<file path="src/lsc_pkg.sv">
/*
 * Constants, types and helper functions for the LED switch and current
 * configuration register bank.
 * Assumes an 8-bit register port and one 25 MHz system clock.
 */
// Functional notes
// Offset 06h is a read/write byte with the low eight bits of the channel two current code.
// Offset 07h is a read/write byte whose bits 1:0 are bits 9:8 of the channel three current code.
// Offset 08h is a read/write byte with the low eight bits of the channel three current code.
// Software keeps each current code at or below the safe limit, which is still to be confirmed.
// Bits 7, 6 and 5 at offset 09h drive the channel three, two and one switches in direct mode only.
// Bits 4:0 at offset 09h are the lockout threshold trim, 2.3 V at zero and 4.5 V at all ones.
// Offset 0Ah holds measure enable, calibration disable, gain select and input select.
// Offset 0Bh holds the switch overlap delay byte and resets to zero.
// Every register from 06h to 0Bh reads and writes in full and resets to zero.
// Switches open 333 to 444 ns after the channel select input changes, before the overlap delay.
// Software writes zero to the spare upper bits of each current high register.
package lsc_pkg;

    // Register offsets.
    localparam logic [7:0] LSC_OFF_CH2_LOW  = 8'h06;
    localparam logic [7:0] LSC_OFF_CH3_HIGH = 8'h07;
    localparam logic [7:0] LSC_OFF_CH3_LOW  = 8'h08;
    localparam logic [7:0] LSC_OFF_SW_TRIM  = 8'h09;
    localparam logic [7:0] LSC_OFF_MEASURE  = 8'h0A;
    localparam logic [7:0] LSC_OFF_OVERLAP  = 8'h0B;

    // Value of every register after reset.
    localparam logic [7:0] LSC_RST_VAL = 8'h00;

    // Field positions.
    localparam int LSC_BIT_SW_THREE = 7;
    localparam int LSC_BIT_SW_TWO   = 6;
    localparam int LSC_BIT_SW_ONE   = 5;
    localparam int LSC_TRIM_LSB     = 0;
    localparam int LSC_BIT_MEAS_EN  = 7;
    localparam int LSC_BIT_CAL_DIS  = 6;
    localparam int LSC_GAIN_LSB     = 4;
    localparam int LSC_INSEL_LSB    = 0;

    // Timing figures in ns and derived cycle counts.
    localparam int LSC_CLK_NS        = 40;
    localparam int LSC_OPEN_MIN_NS   = 333;
    localparam int LSC_OPEN_MAX_NS   = 444;
    localparam int LSC_OPEN_MIN_CYC  = (LSC_OPEN_MIN_NS + LSC_CLK_NS - 1) / LSC_CLK_NS;
    localparam int LSC_OPEN_MAX_CYC  = LSC_OPEN_MAX_NS / LSC_CLK_NS;
    localparam int LSC_OPEN_LAT_CYC  = 3;
    localparam int LSC_OPEN_WAIT_CYC = LSC_OPEN_MIN_CYC - LSC_OPEN_LAT_CYC;
    localparam int LSC_BBM_BASE_NS   = 333;
    localparam int LSC_BBM_STEP_NS   = 111;

    // Switch sequencer states.
    typedef enum logic [1:0] {
        LSC_ST_CLOSED,
        LSC_ST_OPEN_WAIT,
        LSC_ST_BBM_WAIT
    } lsc_state_t;

    // Overlap delay code to whole cycles, rounded up.
    function automatic logic [9:0] lsc_bbm_cycles(input logic [7:0] code);
        int ns;
        ns = LSC_BBM_BASE_NS + (int'(code) - 1) * LSC_BBM_STEP_NS;
        if (code == 8'h00) begin
            return 10'h000;
        end
        return 10'((ns + LSC_CLK_NS - 1) / LSC_CLK_NS);
    endfunction

    // Channel select to one-hot switch set, bit 0 for channel one.
    function automatic logic [2:0] lsc_sel_to_switch(input logic [1:0] sel);
        case (sel)
            2'h1:    return 3'h1;
            2'h2:    return 3'h2;
            2'h3:    return 3'h4;
            default: return 3'h0;
        endcase
    endfunction

    // True for an offset that holds a register of this bank.
    function automatic logic lsc_is_mapped(input logic [7:0] addr);
        return (addr >= LSC_OFF_CH2_LOW) && (addr <= LSC_OFF_OVERLAP);
    endfunction

endpackage

</file>
<file path="src/lsc_bbm_seq.sv">
/*
 * Break-before-make sequencer for the three channel switches.
 * Assumes the select input is already synchronised to the clock.
 */
`timescale 1ns/1ps
module lsc_bbm_seq
    import lsc_pkg::*;
(
    // Clock and reset.
    input  wire logic       i_clk_sys,
    input  wire logic       i_resetn,
    // Control.
    input  wire logic [1:0] i_sel,
    input  wire logic [7:0] i_bbm_code,
    // Switch drive.
    output logic      [2:0] o_switch_on
);

    lsc_state_t state_q;
    logic [1:0] sel_q;
    logic [9:0] cnt_q;
    logic       change;

    assign change = (i_sel != sel_q);

    // Last select seen.
    always_ff @(posedge i_clk_sys or negedge i_resetn) begin
        if (!i_resetn) begin
            sel_q <= 2'h0;
        end else begin
            sel_q <= i_sel;
        end
    end

    // A change opens all switches, waits the overlap delay, then closes the selected one, none for select 0.
    always_ff @(posedge i_clk_sys or negedge i_resetn) begin
        if (!i_resetn) begin
            state_q     <= LSC_ST_CLOSED;
            cnt_q       <= 10'h000;
            o_switch_on <= 3'h0;
        end else if (change) begin
            state_q <= LSC_ST_OPEN_WAIT;
            cnt_q   <= 10'(LSC_OPEN_WAIT_CYC);
        end else begin
            case (state_q)
                LSC_ST_OPEN_WAIT: begin
                    if (cnt_q == 10'h000) begin
                        o_switch_on <= 3'h0;
                        state_q     <= LSC_ST_BBM_WAIT;
                        cnt_q       <= lsc_bbm_cycles(i_bbm_code);
                    end else begin
                        cnt_q <= cnt_q - 10'h001;
                    end
                end
                LSC_ST_BBM_WAIT: begin
                    if (cnt_q == 10'h000) begin
                        o_switch_on <= lsc_sel_to_switch(sel_q);
                        state_q     <= LSC_ST_CLOSED;
                    end else begin
                        cnt_q <= cnt_q - 10'h001;
                    end
                end
                default: begin
                    state_q <= LSC_ST_CLOSED;
                end
            endcase
        end
    end

    // Switches open a fixed number of cycles after a settled change.
    a_open_latency: assert property (@(posedge i_clk_sys) disable iff (!i_resetn)
        change ##1 (!change)[*7] |=> (o_switch_on == 3'h0))
        else $error("switches not open after select change");

    // Switches hold while the open wait counts down.
    a_open_hold: assert property (@(posedge i_clk_sys) disable iff (!i_resetn)
        (state_q == LSC_ST_OPEN_WAIT) && (cnt_q != 10'h000) && !change |=> $stable(o_switch_on))
        else $error("switches moved during open wait");

endmodule

</file>
<file path="src/lsc_regs.sv">
/*
 * LED switch and current configuration register bank with the
 * break-before-make switch sequencing it steers.
 * Assumes a single-cycle register port on the system clock, a direct
 * mode enable and channel two high bits from elsewhere on that clock,
 * and a channel select pin from outside the clock domain.
 */
// The implementer's own choice: the address-and-strobe port.
`timescale 1ns/1ps
module lsc_regs
    import lsc_pkg::*;
(
    // Clock and reset.
    input  wire logic       i_clk_sys,
    input  wire logic       i_resetn,
    // Register port.
    input  wire logic [7:0] i_addr,
    input  wire logic [7:0] i_wdata,
    input  wire logic       i_wr,
    input  wire logic       i_rd,
    output logic      [7:0] o_rdata,
    // Inputs from the rest of the device.
    input  wire logic       i_direct_mode_en,
    input  wire logic [1:0] i_channel_two_current_high,
    // Channel select pin.
    input  wire logic [1:0] i_channel_select_input,
    // Current codes.
    output logic      [9:0] o_channel_two_current_code,
    output logic      [9:0] o_channel_three_current_code,
    // Switch drive.
    output logic            o_channel_one_switch,
    output logic            o_channel_two_switch,
    output logic            o_channel_three_switch,
    // Lockout trim.
    output logic      [4:0] o_lockout_threshold_trim,
    // Measurement multiplexer.
    output logic            o_measure_mux_enable,
    output logic            o_measure_calibration_disable,
    output logic      [1:0] o_measure_gain_select,
    output logic      [3:0] o_measure_input_select,
    // Overlap delay.
    output logic      [7:0] o_switch_overlap_delay
);

    logic [7:0] ch2_low_q;
    logic [7:0] ch3_high_q;
    logic [7:0] ch3_low_q;
    logic [7:0] sw_trim_q;
    logic [7:0] measure_q;
    logic [7:0] overlap_q;
    logic [7:0] rdata_d;
    logic [1:0] sel_sync;
    logic [2:0] seq_switch;
    logic [2:0] direct_switch;
    logic [2:0] switch_q;

    // Write strobes per register.
    logic wr_ch2_low;
    logic wr_ch3_high;
    logic wr_ch3_low;
    logic wr_sw_trim;
    logic wr_measure;
    logic wr_overlap;

    // Address decode of the write strobe.
    assign wr_ch2_low  = i_wr && (i_addr == LSC_OFF_CH2_LOW);
    assign wr_ch3_high = i_wr && (i_addr == LSC_OFF_CH3_HIGH);
    assign wr_ch3_low  = i_wr && (i_addr == LSC_OFF_CH3_LOW);
    assign wr_sw_trim  = i_wr && (i_addr == LSC_OFF_SW_TRIM);
    assign wr_measure  = i_wr && (i_addr == LSC_OFF_MEASURE);
    assign wr_overlap  = i_wr && (i_addr == LSC_OFF_OVERLAP);

    // Channel two current low byte.
    always_ff @(posedge i_clk_sys or negedge i_resetn) begin
        if (!i_resetn) begin
            ch2_low_q <= LSC_RST_VAL;
        end else if (wr_ch2_low) begin
            ch2_low_q <= i_wdata;
        end
    end

    // Channel three current high byte; spare bits are stored as written.
    always_ff @(posedge i_clk_sys or negedge i_resetn) begin
        if (!i_resetn) begin
            ch3_high_q <= LSC_RST_VAL;
        end else if (wr_ch3_high) begin
            ch3_high_q <= i_wdata;
        end
    end

    // Channel three current low byte.
    always_ff @(posedge i_clk_sys or negedge i_resetn) begin
        if (!i_resetn) begin
            ch3_low_q <= LSC_RST_VAL;
        end else if (wr_ch3_low) begin
            ch3_low_q <= i_wdata;
        end
    end

    // Direct switch bits and lockout trim.
    always_ff @(posedge i_clk_sys or negedge i_resetn) begin
        if (!i_resetn) begin
            sw_trim_q <= LSC_RST_VAL;
        end else if (wr_sw_trim) begin
            sw_trim_q <= i_wdata;
        end
    end

    // Measurement multiplexer control.
    always_ff @(posedge i_clk_sys or negedge i_resetn) begin
        if (!i_resetn) begin
            measure_q <= LSC_RST_VAL;
        end else if (wr_measure) begin
            measure_q <= i_wdata;
        end
    end

    // Switch overlap delay.
    always_ff @(posedge i_clk_sys or negedge i_resetn) begin
        if (!i_resetn) begin
            overlap_q <= LSC_RST_VAL;
        end else if (wr_overlap) begin
            overlap_q <= i_wdata;
        end
    end

    // Read multiplexer; unmapped offsets read as zero.
    always_comb begin
        case (i_addr)
            LSC_OFF_CH2_LOW:  rdata_d = ch2_low_q;
            LSC_OFF_CH3_HIGH: rdata_d = ch3_high_q;
            LSC_OFF_CH3_LOW:  rdata_d = ch3_low_q;
            LSC_OFF_SW_TRIM:  rdata_d = sw_trim_q;
            LSC_OFF_MEASURE:  rdata_d = measure_q;
            LSC_OFF_OVERLAP:  rdata_d = overlap_q;
            default:          rdata_d = 8'h00;
        endcase
    end

    // Read data stands only in the cycle after the read strobe.
    always_ff @(posedge i_clk_sys or negedge i_resetn) begin
        if (!i_resetn) begin
            o_rdata <= 8'h00;
        end else if (i_rd) begin
            o_rdata <= rdata_d;
        end else begin
            o_rdata <= 8'h00;
        end
    end

    // Full current codes from high and low bytes.
    assign o_channel_two_current_code   = {i_channel_two_current_high, ch2_low_q};
    assign o_channel_three_current_code = {ch3_high_q[1:0], ch3_low_q};

    // Field outputs.
    assign o_lockout_threshold_trim      = sw_trim_q[LSC_TRIM_LSB +: 5];
    assign o_measure_mux_enable          = measure_q[LSC_BIT_MEAS_EN];
    assign o_measure_calibration_disable = measure_q[LSC_BIT_CAL_DIS];
    assign o_measure_gain_select         = measure_q[LSC_GAIN_LSB +: 2];
    assign o_measure_input_select        = measure_q[LSC_INSEL_LSB +: 4];
    assign o_switch_overlap_delay        = overlap_q;

    // Bring the select pin into the clock domain.
    lsc_sync #(
        .WIDTH (2)
    ) u_sel_sync (
        .i_clk_sys (i_clk_sys),
        .i_resetn  (i_resetn),
        .i_async   (i_channel_select_input),
        .o_sync    (sel_sync)
    );

    // Sequence the switches from the select pin.
    lsc_bbm_seq u_seq (
        .i_clk_sys   (i_clk_sys),
        .i_resetn    (i_resetn),
        .i_sel       (sel_sync),
        .i_bbm_code  (overlap_q),
        .o_switch_on (seq_switch)
    );

    // Direct mode switch bits, channel one in bit 0.
    assign direct_switch = {sw_trim_q[LSC_BIT_SW_THREE],
                            sw_trim_q[LSC_BIT_SW_TWO],
                            sw_trim_q[LSC_BIT_SW_ONE]};

    // Direct mode overrides the sequencer.
    always_ff @(posedge i_clk_sys or negedge i_resetn) begin
        if (!i_resetn) begin
            switch_q <= 3'h0;
        end else if (i_direct_mode_en) begin
            switch_q <= direct_switch;
        end else begin
            switch_q <= seq_switch;
        end
    end

    assign o_channel_one_switch   = switch_q[0];
    assign o_channel_two_switch   = switch_q[1];
    assign o_channel_three_switch = switch_q[2];

    // Checks on the register port.
    a_read_back: assert property (@(posedge i_clk_sys) disable iff (!i_resetn)
        i_wr && lsc_is_mapped(i_addr) ##1 i_rd && (i_addr == $past(i_addr))
        |=> (o_rdata == $past(i_wdata, 2)))
        else $error("register read back differs from write");

    a_unmapped_zero: assert property (@(posedge i_clk_sys) disable iff (!i_resetn)
        i_rd && !lsc_is_mapped(i_addr) |=> (o_rdata == 8'h00))
        else $error("unmapped read not zero");

    a_rdata_idle: assert property (@(posedge i_clk_sys) disable iff (!i_resetn)
        !i_rd |=> (o_rdata == 8'h00))
        else $error("read data outside read cycle");

    // Checks on the current codes.
    a_ch2_low: assert property (@(posedge i_clk_sys) disable iff (!i_resetn)
        wr_ch2_low |=> (o_channel_two_current_code[7:0] == $past(i_wdata)))
        else $error("channel two low byte not applied");

    a_ch3_high: assert property (@(posedge i_clk_sys) disable iff (!i_resetn)
        wr_ch3_high |=> (o_channel_three_current_code[9:8] == $past(i_wdata[1:0])))
        else $error("channel three high bits not applied");

    a_ch3_low: assert property (@(posedge i_clk_sys) disable iff (!i_resetn)
        wr_ch3_low ##1 !wr_ch3_low |=> (o_channel_three_current_code[7:0] == $past(i_wdata, 2)))
        else $error("channel three low byte not held");

    // Checks on trim, multiplexer and delay fields.
    a_trim_field: assert property (@(posedge i_clk_sys) disable iff (!i_resetn)
        wr_sw_trim |=> (o_lockout_threshold_trim == $past(i_wdata[4:0])))
        else $error("lockout trim not applied");

    a_measure_field: assert property (@(posedge i_clk_sys) disable iff (!i_resetn)
        wr_measure |=> ({o_measure_mux_enable, o_measure_calibration_disable,
                         o_measure_gain_select, o_measure_input_select} == $past(i_wdata)))
        else $error("measure controls not applied");

    a_overlap_field: assert property (@(posedge i_clk_sys) disable iff (!i_resetn)
        wr_overlap |=> (o_switch_overlap_delay == $past(i_wdata)))
        else $error("overlap delay not applied");

    // Checks on direct mode and on the sequencer path.
    a_direct_switch: assert property (@(posedge i_clk_sys) disable iff (!i_resetn)
        i_direct_mode_en |=> ({o_channel_three_switch, o_channel_two_switch,
                               o_channel_one_switch} == $past(direct_switch)))
        else $error("direct switch bits not followed");

    a_seq_switch: assert property (@(posedge i_clk_sys) disable iff (!i_resetn)
        !i_direct_mode_en |=> (switch_q == $past(seq_switch)))
        else $error("sequencer switch state not followed");

    // All six registers side by side, so the checks below watch the whole bank.
    logic [47:0] bank_all;
    assign bank_all = {ch2_low_q, ch3_high_q, ch3_low_q, sw_trim_q, measure_q, overlap_q};

    // Reset clears the bank; the first edge after release still sees zero.
    a_reset_clear: assert property (@(posedge i_clk_sys)
        $rose(i_resetn) |-> (bank_all == 48'h0))
        else $error("bank not cleared by reset");

    // Without a write strobe every register keeps its value.
    a_hold_state: assert property (@(posedge i_clk_sys) disable iff (!i_resetn)
        !i_wr |=> $stable(bank_all))
        else $error("register changed without a write");

    // Writes outside the bank leave every register alone.
    a_unmapped_write: assert property (@(posedge i_clk_sys) disable iff (!i_resetn)
        i_wr && !lsc_is_mapped(i_addr) |=> $stable(bank_all))
        else $error("unmapped write changed a register");

    // Channel two high bits pass straight through from the neighbouring register.
    a_ch2_high: assert property (@(posedge i_clk_sys) disable iff (!i_resetn)
        o_channel_two_current_code[9:8] == i_channel_two_current_high)
        else $error("channel two high bits not passed through");

    // Main scenarios.
    c_write_read: cover property (@(posedge i_clk_sys) disable iff (!i_resetn)
        wr_overlap ##1 (i_rd && (i_addr == LSC_OFF_OVERLAP)));

    c_direct_on: cover property (@(posedge i_clk_sys) disable iff (!i_resetn)
        i_direct_mode_en ##1 o_channel_three_switch);

    c_seq_close: cover property (@(posedge i_clk_sys) disable iff (!i_resetn)
        !i_direct_mode_en ##1 $rose(o_channel_two_switch));

    c_unmapped: cover property (@(posedge i_clk_sys) disable iff (!i_resetn)
        i_rd && !lsc_is_mapped(i_addr));

endmodule

</file>
<file path="src/lsc_sync.sv">
/*
 * Two flip-flop synchroniser for a bus of levels.
 * Assumes the input changes slowly against the clock.
 */
`timescale 1ns/1ps
module lsc_sync #(
    parameter int WIDTH = 2
) (
    // Clock and reset.
    input  wire logic             i_clk_sys,
    input  wire logic             i_resetn,
    // Data.
    input  wire logic [WIDTH-1:0] i_async,
    output logic      [WIDTH-1:0] o_sync
);

    logic [WIDTH-1:0] meta_q;

    // The first stage feeds only the second stage.
    always_ff @(posedge i_clk_sys or negedge i_resetn) begin
        if (!i_resetn) begin
            meta_q <= '0;
            o_sync <= '0;
        end else begin
            meta_q <= i_async;
            o_sync <= meta_q;
        end
    end

endmodule
</file>
<file path="config.mk">
export PLATFORM = sky130hd
export DESIGN_NAME = lsc_regs
export DESIGN_NICKNAME = d
export VERILOG_FILES = /design/src/lsc_pkg.sv /design/src/lsc_bbm_seq.sv /design/src/lsc_regs.sv /design/src/lsc_sync.sv
export SDC_FILE = /design/constraint.sdc
export NUM_CORES = 1
export LEC_CHECK = 0
export ABC_AREA = 1
export BUFFER_PORTS_ARGS = -buffer_cell sky130_fd_sc_hd__buf_4
export CORE_ASPECT_RATIO = 1.5
export CORE_UTILIZATION = 55
export CTS_BUF_LIST = sky130_fd_sc_hd__clkbuf_16
export CTS_CLUSTER_DIAMETER = 30
export DETAILED_ROUTE_END_ITERATION = 8
export PLACE_DENSITY = 0.78
export SYNTH_ARGS = -nofsm -noshare
export SYNTH_HDL_FRONTEND = slang
export SYNTH_SLANG_ARGS = --single-unit
</file>
<file path="constraint.sdc">
create_clock -name i_clk_sys -period 9.25 [get_ports i_clk_sys]
set_clock_uncertainty 0.05 [all_clocks]
set_input_delay 0.925 -clock i_clk_sys [delete_from_list [all_inputs] [get_ports i_clk_sys]]
set_output_delay 0.925 -clock i_clk_sys [all_outputs]
set_load 0.02 [all_outputs]
</file>
======== After elaboration in Yosys (flattened, before gate mapping) ========
Index checks and enable logic that the tools add are counted.
storage, ports and cells
  flip-flop bits (word level) ............. 80
  input port bits ......................... 25
  output and inout bits ................... 52
  word-level logic and storage cells ...... 73
cells by class
  $add $sub $neg .......................... 5
  multipliers ............................. 1
  div/mod/pow operators ................... 1
  equal/unequal tests ..................... 17
  muxes and demuxes ....................... 21
  bitwise logic cells ..................... 1
  reductions and logical operators ........ 13
operators by type and width
  operator                                               number
  two-way mux 10 bit                                     5
  one-hot mux 8 bit (6 select lines)                     1
  adder 10 x 32 -> 32 bit, first input constant          1
  adder 32 x 7 -> 32 bit, second input constant          1
  divider 32 x 7 -> 32 bit, second input constant        1
  == test 8 x 4 -> 1 bit, second input constant          4
  multiplier 32 x 8 -> 32 bit, second input constant     1
  subtractor 32 x 2 -> 32 bit, second input constant     1
  one-hot mux 10 bit (2 select lines)                    1
  == test 8 x 3 -> 1 bit, second input constant          2
  logical NOT 10 bit                                     1
  subtractor 10 x 1 -> 10 bit, second input constant     1
  two-way mux 3 bit                                      3
  one-hot mux 3 bit (3 select lines)                     1
  subtractor 8 x 1 -> 9 bit, second input constant       1
  logical NOT 8 bit                                      1
  two-way mux 8 bit                                      1
  == test 2 bit, second input constant                   3
  logical AND 1 bit                                      6
  two-way mux 2 bit                                      3
  inequality test 3 x 1 -> 1 bit, second input constant  2
  one-hot mux 3 bit (2 select lines)                     1
  == test 2 x 1 -> 1 bit, second input constant          2
  two-way mux 1 bit                                      4
  other kinds (9)                                        11

======== Longest topological paths before layout ========
Gate-level depths: netlist of the first run.
  word-level depth ........................ 10
  depth in mapped cells ................... 91
  mapped depth without buffers ............ 90

======== Hierarchy ========
From an unflattened synthesis of the first run, not the netlist that was laid out.
second synthesis, totals
  cells, all modules ...................... 1101
  area, all modules ....................... 7818.7 um^2
modules (own cells, without submodules)
  module       times used  cells each  area an instance (um^2)  sequential area each (um^2)
  lsc_bbm_seq  1           766         4874.7                   425.4
  lsc_regs     1           331         2844.0                   1476.4
  lsc_sync     1           4           100.1                    100.1

======== Least setup slack after synthesis of the first run ========
No wires, ideal clock.
  kind .................................... reg-to-reg
  start point ............................. register overlap_q[0], in the netlist o_switch_overlap_delay[0]
  end point ............................... register u_seq.cnt_q[4]
  setup time .............................. 0.127 ns
  arrival time ............................ 9.137 ns
  data required time ...................... 9.073 ns
  slack ................................... -0.064 ns
  cell stages (with the launch flop) ...... 83
  path buffers ............................ 3
  period minus slack after synthesis ...... 9.314 ns
  path through ............................ dfrtp_1 buf_2 inv_1 nand2_1 nor2_1 inv_1 nor3_1 nand2_1 nor2_1 xor2_1 inv_1 ha_1 clkbuf_1 xor2_1 ha_1 fa_1 inv_1 fa_1 [... 47 more ...] nand2_2 nand2_1 nand2_2 nand2_2 nand2_1 nand2_2 nand2_2 nand2_2 nand2_1 nand3_2 nand3_1 inv_1 ha_1 nand2_1 nand2_1 xor2_1 a32oi_1 o22ai_1
between the ends
  word-level cells in the longest chain between the ends .. 10
  elaborated cells between the ends (all ways) .. 15
  those cells by class .................... add/sub (4); mul (1); div (1); mux (8); reduce/logical (1)
RTL lines
  what                                   RTL line           source
  from (decl)                            lsc_regs.sv:50     logic [7:0] overlap_q;
  from (signal assigned)                 lsc_regs.sv:123    overlap_q <= i_wdata;
  subtractor 8 x 1 -> 9 bit              lsc_pkg.sv:62      ns = LSC_BBM_BASE_NS + (int'(code) - 1) * LSC_BBM_STEP_NS;
  multiplier 32 x 8 -> 32 bit            lsc_pkg.sv:62
  adder 10 x 32 -> 32 bit                lsc_pkg.sv:62
  adder 32 x 7 -> 32 bit                 lsc_pkg.sv:66      return 10'((ns + LSC_CLK_NS - 1) / LSC_CLK_NS);
  subtractor 32 x 2 -> 32 bit            lsc_pkg.sv:66
  divider 32 x 7 -> 32 bit               lsc_pkg.sv:66
  two-way mux 10 bit *                   lsc_pkg.sv:66
  two-way mux 10 bit *                   lsc_bbm_seq.sv:47  if (cnt_q == 10'h000) begin
  one-hot mux 10 bit (2 select lines) *  lsc_bbm_seq.sv:45  case (state_q)
  two-way mux 10 bit *                   lsc_bbm_seq.sv:41  end else if (change) begin
  to (signal assigned)                   lsc_bbm_seq.sv:43  cnt_q <= 10'(LSC_OPEN_WAIT_CYC);
  to (signal assigned)                   lsc_bbm_seq.sv:50  cnt_q <= lsc_bbm_cycles(i_bbm_code);
  to (signal assigned)                   lsc_bbm_seq.sv:52  cnt_q <= cnt_q - 10'h001;
  to (decl)                              lsc_bbm_seq.sv:21  logic [9:0] cnt_q;
Every way passes the cells marked *; elsewhere a longest branch is shown, timed or not. The select of a mux whose other input is x is not followed.
A chain may end at the register's enable or synchronous reset.

======== Worst setup path after layout of the first run ========
  start point ............................. register overlap_q[1], in the netlist o_switch_overlap_delay[1]
  end point ............................... register u_seq.cnt_q[4]
Same word-level chain as after synthesis.

==> results of run 1 <==
-- state kept, by name, indices dropped and copies added (netlist names) --
name and count:
ch2_low_q 8, ch3_high_q 8, ch3_low_q 8, measure_q 8
o_rdata 8, o_switch_overlap_delay 8, sw_trim_q 8, switch_q 3
u_sel_sync.meta_q 2, u_sel_sync.o_sync 2, u_seq.cnt_q 10, u_seq.o_switch_on 3
u_seq.sel_q 2, u_seq.state_q 2
-- Yosys cell counts, types with 2 or more instances --
library cell,count
a21o_1,5
nand2_1,294
o21ai_0,66
a221oi_1,8
o22ai_1,3
nand3_1,79
buf_4,9
o21ai_1,2
o21bai_1,2
ha_1,44
or2_2,2
nand4_1,18
clkinv_1,3
nand2_4,9
xor2_1,27
a32oi_1,2
inv_2,15
clkbuf_1,9
nand2_2,31
a21oi_1,15
a22oi_1,3
a31oi_1,6
xnor2_1,3
nor2_1,47
nor3_1,11
dfrtp_1,80
nand3_2,11
fa_1,26
nor2_2,2
inv_1,151
nor4_1,2
-- per-stage QoR --
step | std cells | utilization | setup TNS [ns] | cell area (um2)
finish | 1324 | 0.749 | -0.542 | 9410
global route | 1324 | 0.749 | -4.15 | 9410
CTS | 1306 | 0.707 | -0.168 | 8890
floorplan | 999 | - | 0 | 7130
detailed placement | 1270 | 0.653 | -1.75 | 8220
global placement | 1270 | 0.653 | -0.427 | 8220
-- placed cells by master, fill, tap and decap left out, types with 9 or more instances in the layout --
cell and count:
fa_1 26, dfrtp_1 79, o21ai_0 66, nor2_2 9, nor2_1 34, a21oi_1 13, nand4_1 18, inv_1 142
inv_2 25, xor2_1 21, nor3_1 9, nand3_2 27, buf_4 171, ha_1 33, nand2_2 60, nand2_1 247
clkbuf_16 9, nand2_4 26, nand3_1 58
-- repair_timing --
item                                    CTS  global route
gates resized for setup                  51           106
setup buffers                            21            18
endpoints found under the setup margin    5             8
pin swaps                                40            60
-- final timing paths --
kind                       slack, ns                         to
setup / recovery               -0.25             u_seq.cnt_q[4]
hold / removal                  0.30       u_sel_sync.o_sync[0]
setup reg to reg               -0.25             u_seq.cnt_q[4]
hold reg to reg                 0.30       u_sel_sync.o_sync[0]
max in group asynchronous       7.76  o_switch_overlap_delay[0]
min in group asynchronous       0.68             u_seq.cnt_q[0]
-- final cells by class --
cell class,count,area [um2],area share
Clock buffer,9,225,0.0239
Clock inverter,6,38.8,0.00412
Inverter,169,642,0.0682
Multi-Input combinational cell,730,4990,0.530
Sequential cell,80,2000,0.213
Tap cell,156,195,0.0207
Timing Repair Buffer,174,1320,0.140
-- cell families after synthesis --
group / count (synthesis)
AO/OA/AOI/OAI: 119
XOR/XNOR: 30
adder cells (fa/ha/maj): 70
buffers and inverters: 189
flip-flops: 80
AND/OR/NAND/NOR: 511
-- routing by layer --
| layer | wire length (um) | part of all wire | global-route usage | vias up |
|---|---|---|---|---|
| met1 | 6910 | 0.35 | 0.291 | 3420 |
| met4 | 1090 | 0.055 | 0.161 | 0 |
| met3 | 839 | 0.042 | 0.0332 | 82 |
| met5 | 0 | 0 | 0 | - |
| met2 | 11100 | 0.56 | 0.569 | 247 |
| li1 | - | - | - | 3523 |
==> results.md, run 1 <==
* RSZ-0062 raised after global routing: yes
* Pre-antenna DRT Iters at 5
* Min-delay worst type: flop to flop
* Clk Latency, worst-skew pair at 0.33 ns
* Core region area at 0.0126 mm2
* Post-DP HPWL at 14.2 mm
* Largest family of logic cells by synthesized area: simple AND/OR/NAND/NOR gates
* EDFF count, synth at 0
* FF-to-FF Start: o_switch_overlap_delay[1]
* Synth Area in Adders at 0.151
* Max Root-Sink Buffers at 2
* Post-Route WL at 20.0 mm
* WP depth at 71
* Total congestion overflow at 0
* Port bufs at 72
* # hold bufs at CTS at 0
* Ranking of synthesized cells by area: dfrtp_1, nand2_1, inv_1, ha_1, fa_1
* Post-route ant nets at 0
* Post-synthesis simple-gate area fraction at 0.327
* Filler cell count at 876
* Post-Syn Area at 0.00711 mm2
* Mean Syn Cell Area at 7.12 um2
* Biggest area consumer among synthesized cells: dfrtp_1
* Final nets at 1259
* Vias at 7272
* Total CTS buffers at 9
* Vias in the first global route at 7097
* Clock slew at reported path FFs at 0.06 ns
* Failing checks: setup timing
* Root buf cell: clkbuf_16
* Total number of yosys warnings at 0
* Rel. slew slack at 0.354
* Final setup viols at 4
* Max Cap Viol at 0
* Vias per cell at 5.49
* Max incr delay on CP at 0.56 ns
* CTS sink cnt at 80
* Synth top area share at 0.281
* Mux contribution to synthesized area at 0
* Gr usage total at 0.293
* Syn Inst Count at 999
* Xor and xnor area share after synthesis at 0.0369
* Critical Path Source: o_switch_overlap_delay[1]
* WHS Path Cells at 0
* Asr flop ratio synth at 1.00
* Die area at 0.0134 mm2
* Min cycle time layout at 9.50 ns
* Die Wd at 94.8 um
* Synth-to-Final Area Change at 32.4%
* Mean routed wirelength per cell at 15.1 um
* Arrival time worst endpoint at 9.67 ns
* Sequential element share of the synthesized area at 0.281
* Largest net degree at the start of global routing at 81
* Ys flop type: dfrtp_1
* TritonCTS clock tree: done
* Status: finished, violations left
* Fin Hold WS at 0.300 ns
* 1st-iter DRT viols at 276
* Initial antenna violation count at 0
* Worst Setup Slack, final at -0.250 ns
* Die span in y at 141 um
* Number of inserted diodes at 0
* Hold Startpoint: u_sel_sync.meta_q[0]
* Fin crit share at 1.03
* Worst Path Required at 9.42 ns
* Critical path class: flop to flop
* Most frequent CP cell: nand2_2
* Top delay family on crit path: simple AND/OR/NAND/NOR gates
* Final Wtd Congestion at 0.975
* Compound-Gate Fraction of Synth Area at 0.0982
* Share of layout cells above drive strength 1 at 0.324
* Starting Density at 0.566
* # IOs at 77
* Post-synthesis register bit count at 80
* Crit-path slowest cell: fa_1
* Drc violations at 0
* Critical Path End Type: flop
* Worst setup SP type: flop
* WP buf/inv at 11
* Achievable Freq at 0.105 GHz
* First-pass GRT wire length at 30.8 mm
* Register-to-Register Path Depth at 71
* Fin. Hold Viols at 0
* H-tree Lvls at 3
* Pre-CTS WS at -0.485 ns
* Row count at 50
* Cell variety after synth at 45
* Syn_nets at 1094
* CP max FO at 14
* Worst slew pin tran at 0.970 ns
* Max-slew violations at 0
Power of run 1 is not shown: default switching activity piles up to over one toggle a cycle in this logic, so the estimate is an artifact.
==> inputs of run 2 (changes only) <==
--- a/config.mk
+++ b/config.mk
@@ -12,7 +12,9 @@
 export CTS_BUF_LIST = sky130_fd_sc_hd__clkbuf_16
 export CTS_CLUSTER_DIAMETER = 30
 export DETAILED_ROUTE_END_ITERATION = 8
+export GPL_ROUTABILITY_DRIVEN = 0
 export PLACE_DENSITY = 0.78
 export SYNTH_ARGS = -nofsm -noshare
 export SYNTH_HDL_FRONTEND = slang
 export SYNTH_SLANG_ARGS = --single-unit
+export TNS_END_PERCENT = 30
==> run 2 against run 1 <==
Compared with the run above:
- the run still ends with setup timing left
- first-iteration DRC count up 35%
- critical path depth rose by 6
- clock-buffer cell count unchanged
- sequential share of layout area rose by 0.077 points
- setup slack got worse by 0.16 ns
- critical endpoint unchanged
==> results.md, run 2 (same netlist as run 1, synthesis figures left out) <==
* Status: finished, violations left
* Failing checks: setup timing
* Final setup viols at 5
* Mean routed wirelength per cell at 14.9 um
* Most common cell after layout, fill and taps aside: nand2_1
* Worst setup SP type: flop
* Pre-CTS WS at -0.427 ns
* Post-route ant nets at 0
* Largest net degree at the start of global routing at 81
* Clk Latency, worst-skew pair at 0.33 ns
* Post-DP HPWL at 14.0 mm
* Total CTS buffers at 9
* FF-to-FF Start: o_switch_overlap_delay[1]
* WHS Path Cells at 0
* Gr usage total at 0.283
* Post-Route WL at 19.6 mm
* Share of layout cells above drive strength 1 at 0.328
* Max Cap Viol at 0
* Vias in the first global route at 6680
* CP max FO at 6
* Critical Path Source: o_switch_overlap_delay[1]
* # hold bufs at CTS at 0
* Max-slew violations at 0
* Synth-to-Final Area Change at 31.9%
* First-pass GRT wire length at 29.7 mm
* WP buf/inv at 9
* TritonCTS clock tree: done
* Port bufs at 72
* Achievable Freq at 0.103 GHz
* Reg area at 0.00200 mm2
* Register-to-Register Path Depth at 77
* Post-Layout Cell Count at 1316
* Initial antenna violation count at 0
* Worst Setup Slack, final at -0.412 ns
* Inst Count DP at 1268
* RSZ-0062 raised after global routing: yes
* Total congestion overflow at 0
* Crit-path slowest cell: fa_1
* Fin. Hold Viols at 0
* Die span in y at 141 um
* Filler cell count at 904
* Root buf cell: clkbuf_16
* # IOs at 77
* Row count at 50
* Min cycle time layout at 9.66 ns
* CTS sink cnt at 80
* Vias at 7156
* Hold Startpoint: u_sel_sync.meta_q[0]
* Critical Path End Type: flop
* Commonest cells after routing, fill and taps aside: nand2_1, buf_4, inv_1
* Min-delay worst type: flop to flop
* Number of inserted diodes at 0
* R2R Setup Slk at -0.41 ns
* Rel. slew slack at 0.307
* Critical path class: flop to flop
* Core Util, Final at 0.746
* Worst slew pin tran at 1.03 ns
* Worst Path Required at 9.42 ns
* Die Wd at 94.8 um
* Fin Hold WS at 0.297 ns
* Vias per cell at 5.44
* Most frequent CP cell: nand2_2
* 1st-iter DRT viols at 372
* Max Root-Sink Buffers at 2
* Top delay family on crit path: simple AND/OR/NAND/NOR gates
* Arrival time worst endpoint at 9.83 ns
* Multi-input logic area at 0.00500 mm2
* Starting Density at 0.566
* H-tree Lvls at 3
* WP depth at 77
* Pre-antenna DRT Iters at 5
* Max reg flops at 10
* Die area at 0.0134 mm2
* Final nets at 1250
* Fin crit share at 1.04
* Drc violations at 0
* Core region area at 0.0126 mm2
* Clock slew at reported path FFs at 0.06 ns
* Most flops, register: u_seq.cnt_q
* Max incr delay on CP at 0.56 ns
## run 2: worst register-to-register path: cells and delay by family (launching register included)
kind,cells,cell delay (ns)
XOR/XNOR,2,0.29
flip-flops,1,0.38
adder cells (fa/ha/maj),7,2.59
AND/OR/NAND/NOR,55,4.82
buffers and inverters,9,0.77
AO/OA/AOI/OAI,4,0.64
## run 2: final cells by class
| class | instances | share of cell area |
|---|---|---|
| flip-flops and latches | 80 | 0.214 |
| well taps | 156 | 0.0208 |
| inverters | 169 | 0.0682 |
| clock inverters | 7 | 0.00774 |
| multi-input cells | 730 | 0.534 |
| clock buffers | 9 | 0.0240 |
| repair buffers | 165 | 0.132 |
## run 2: repair_timing
action                                  in CTS  in global routing
setup buffers                                5                 27
endpoints found under the setup margin       5                  7
pin swaps                                   22                 89
hold endpoints to repair                     0                  0
resized for setup                           35                125
## run 2: final timing paths
kind,endpoint
setup / recovery,u_seq.cnt_q[4]
hold / removal,u_sel_sync.o_sync[0]
setup reg to reg,u_seq.cnt_q[4]
hold reg to reg,u_sel_sync.o_sync[0]
max in group asynchronous,o_switch_overlap_delay[0]
min in group asynchronous,u_seq.cnt_q[2]
## run 2: through the flow
stage	instance area [um2]	setup TNS (ns)
2_1_floorplan	7130	0
3_3_place_gp	8200	-0.484
3_5_place_dp	8200	-1.45
4_1_cts	8700	-0.308
5_1_grt	9380	-5.10
6_report	9380	-1.46
## run 2: metal layers
metal	GRT usage	vias to the layer above	part of all wire
met3	0.0338	68	0.034
met2	0.539	211	0.55
met5	0	-	0
met1	0.296	3375	0.36
li1	-	3502	-
met4	0.140	0	0.049
Power of run 2 is left out for the same reason.
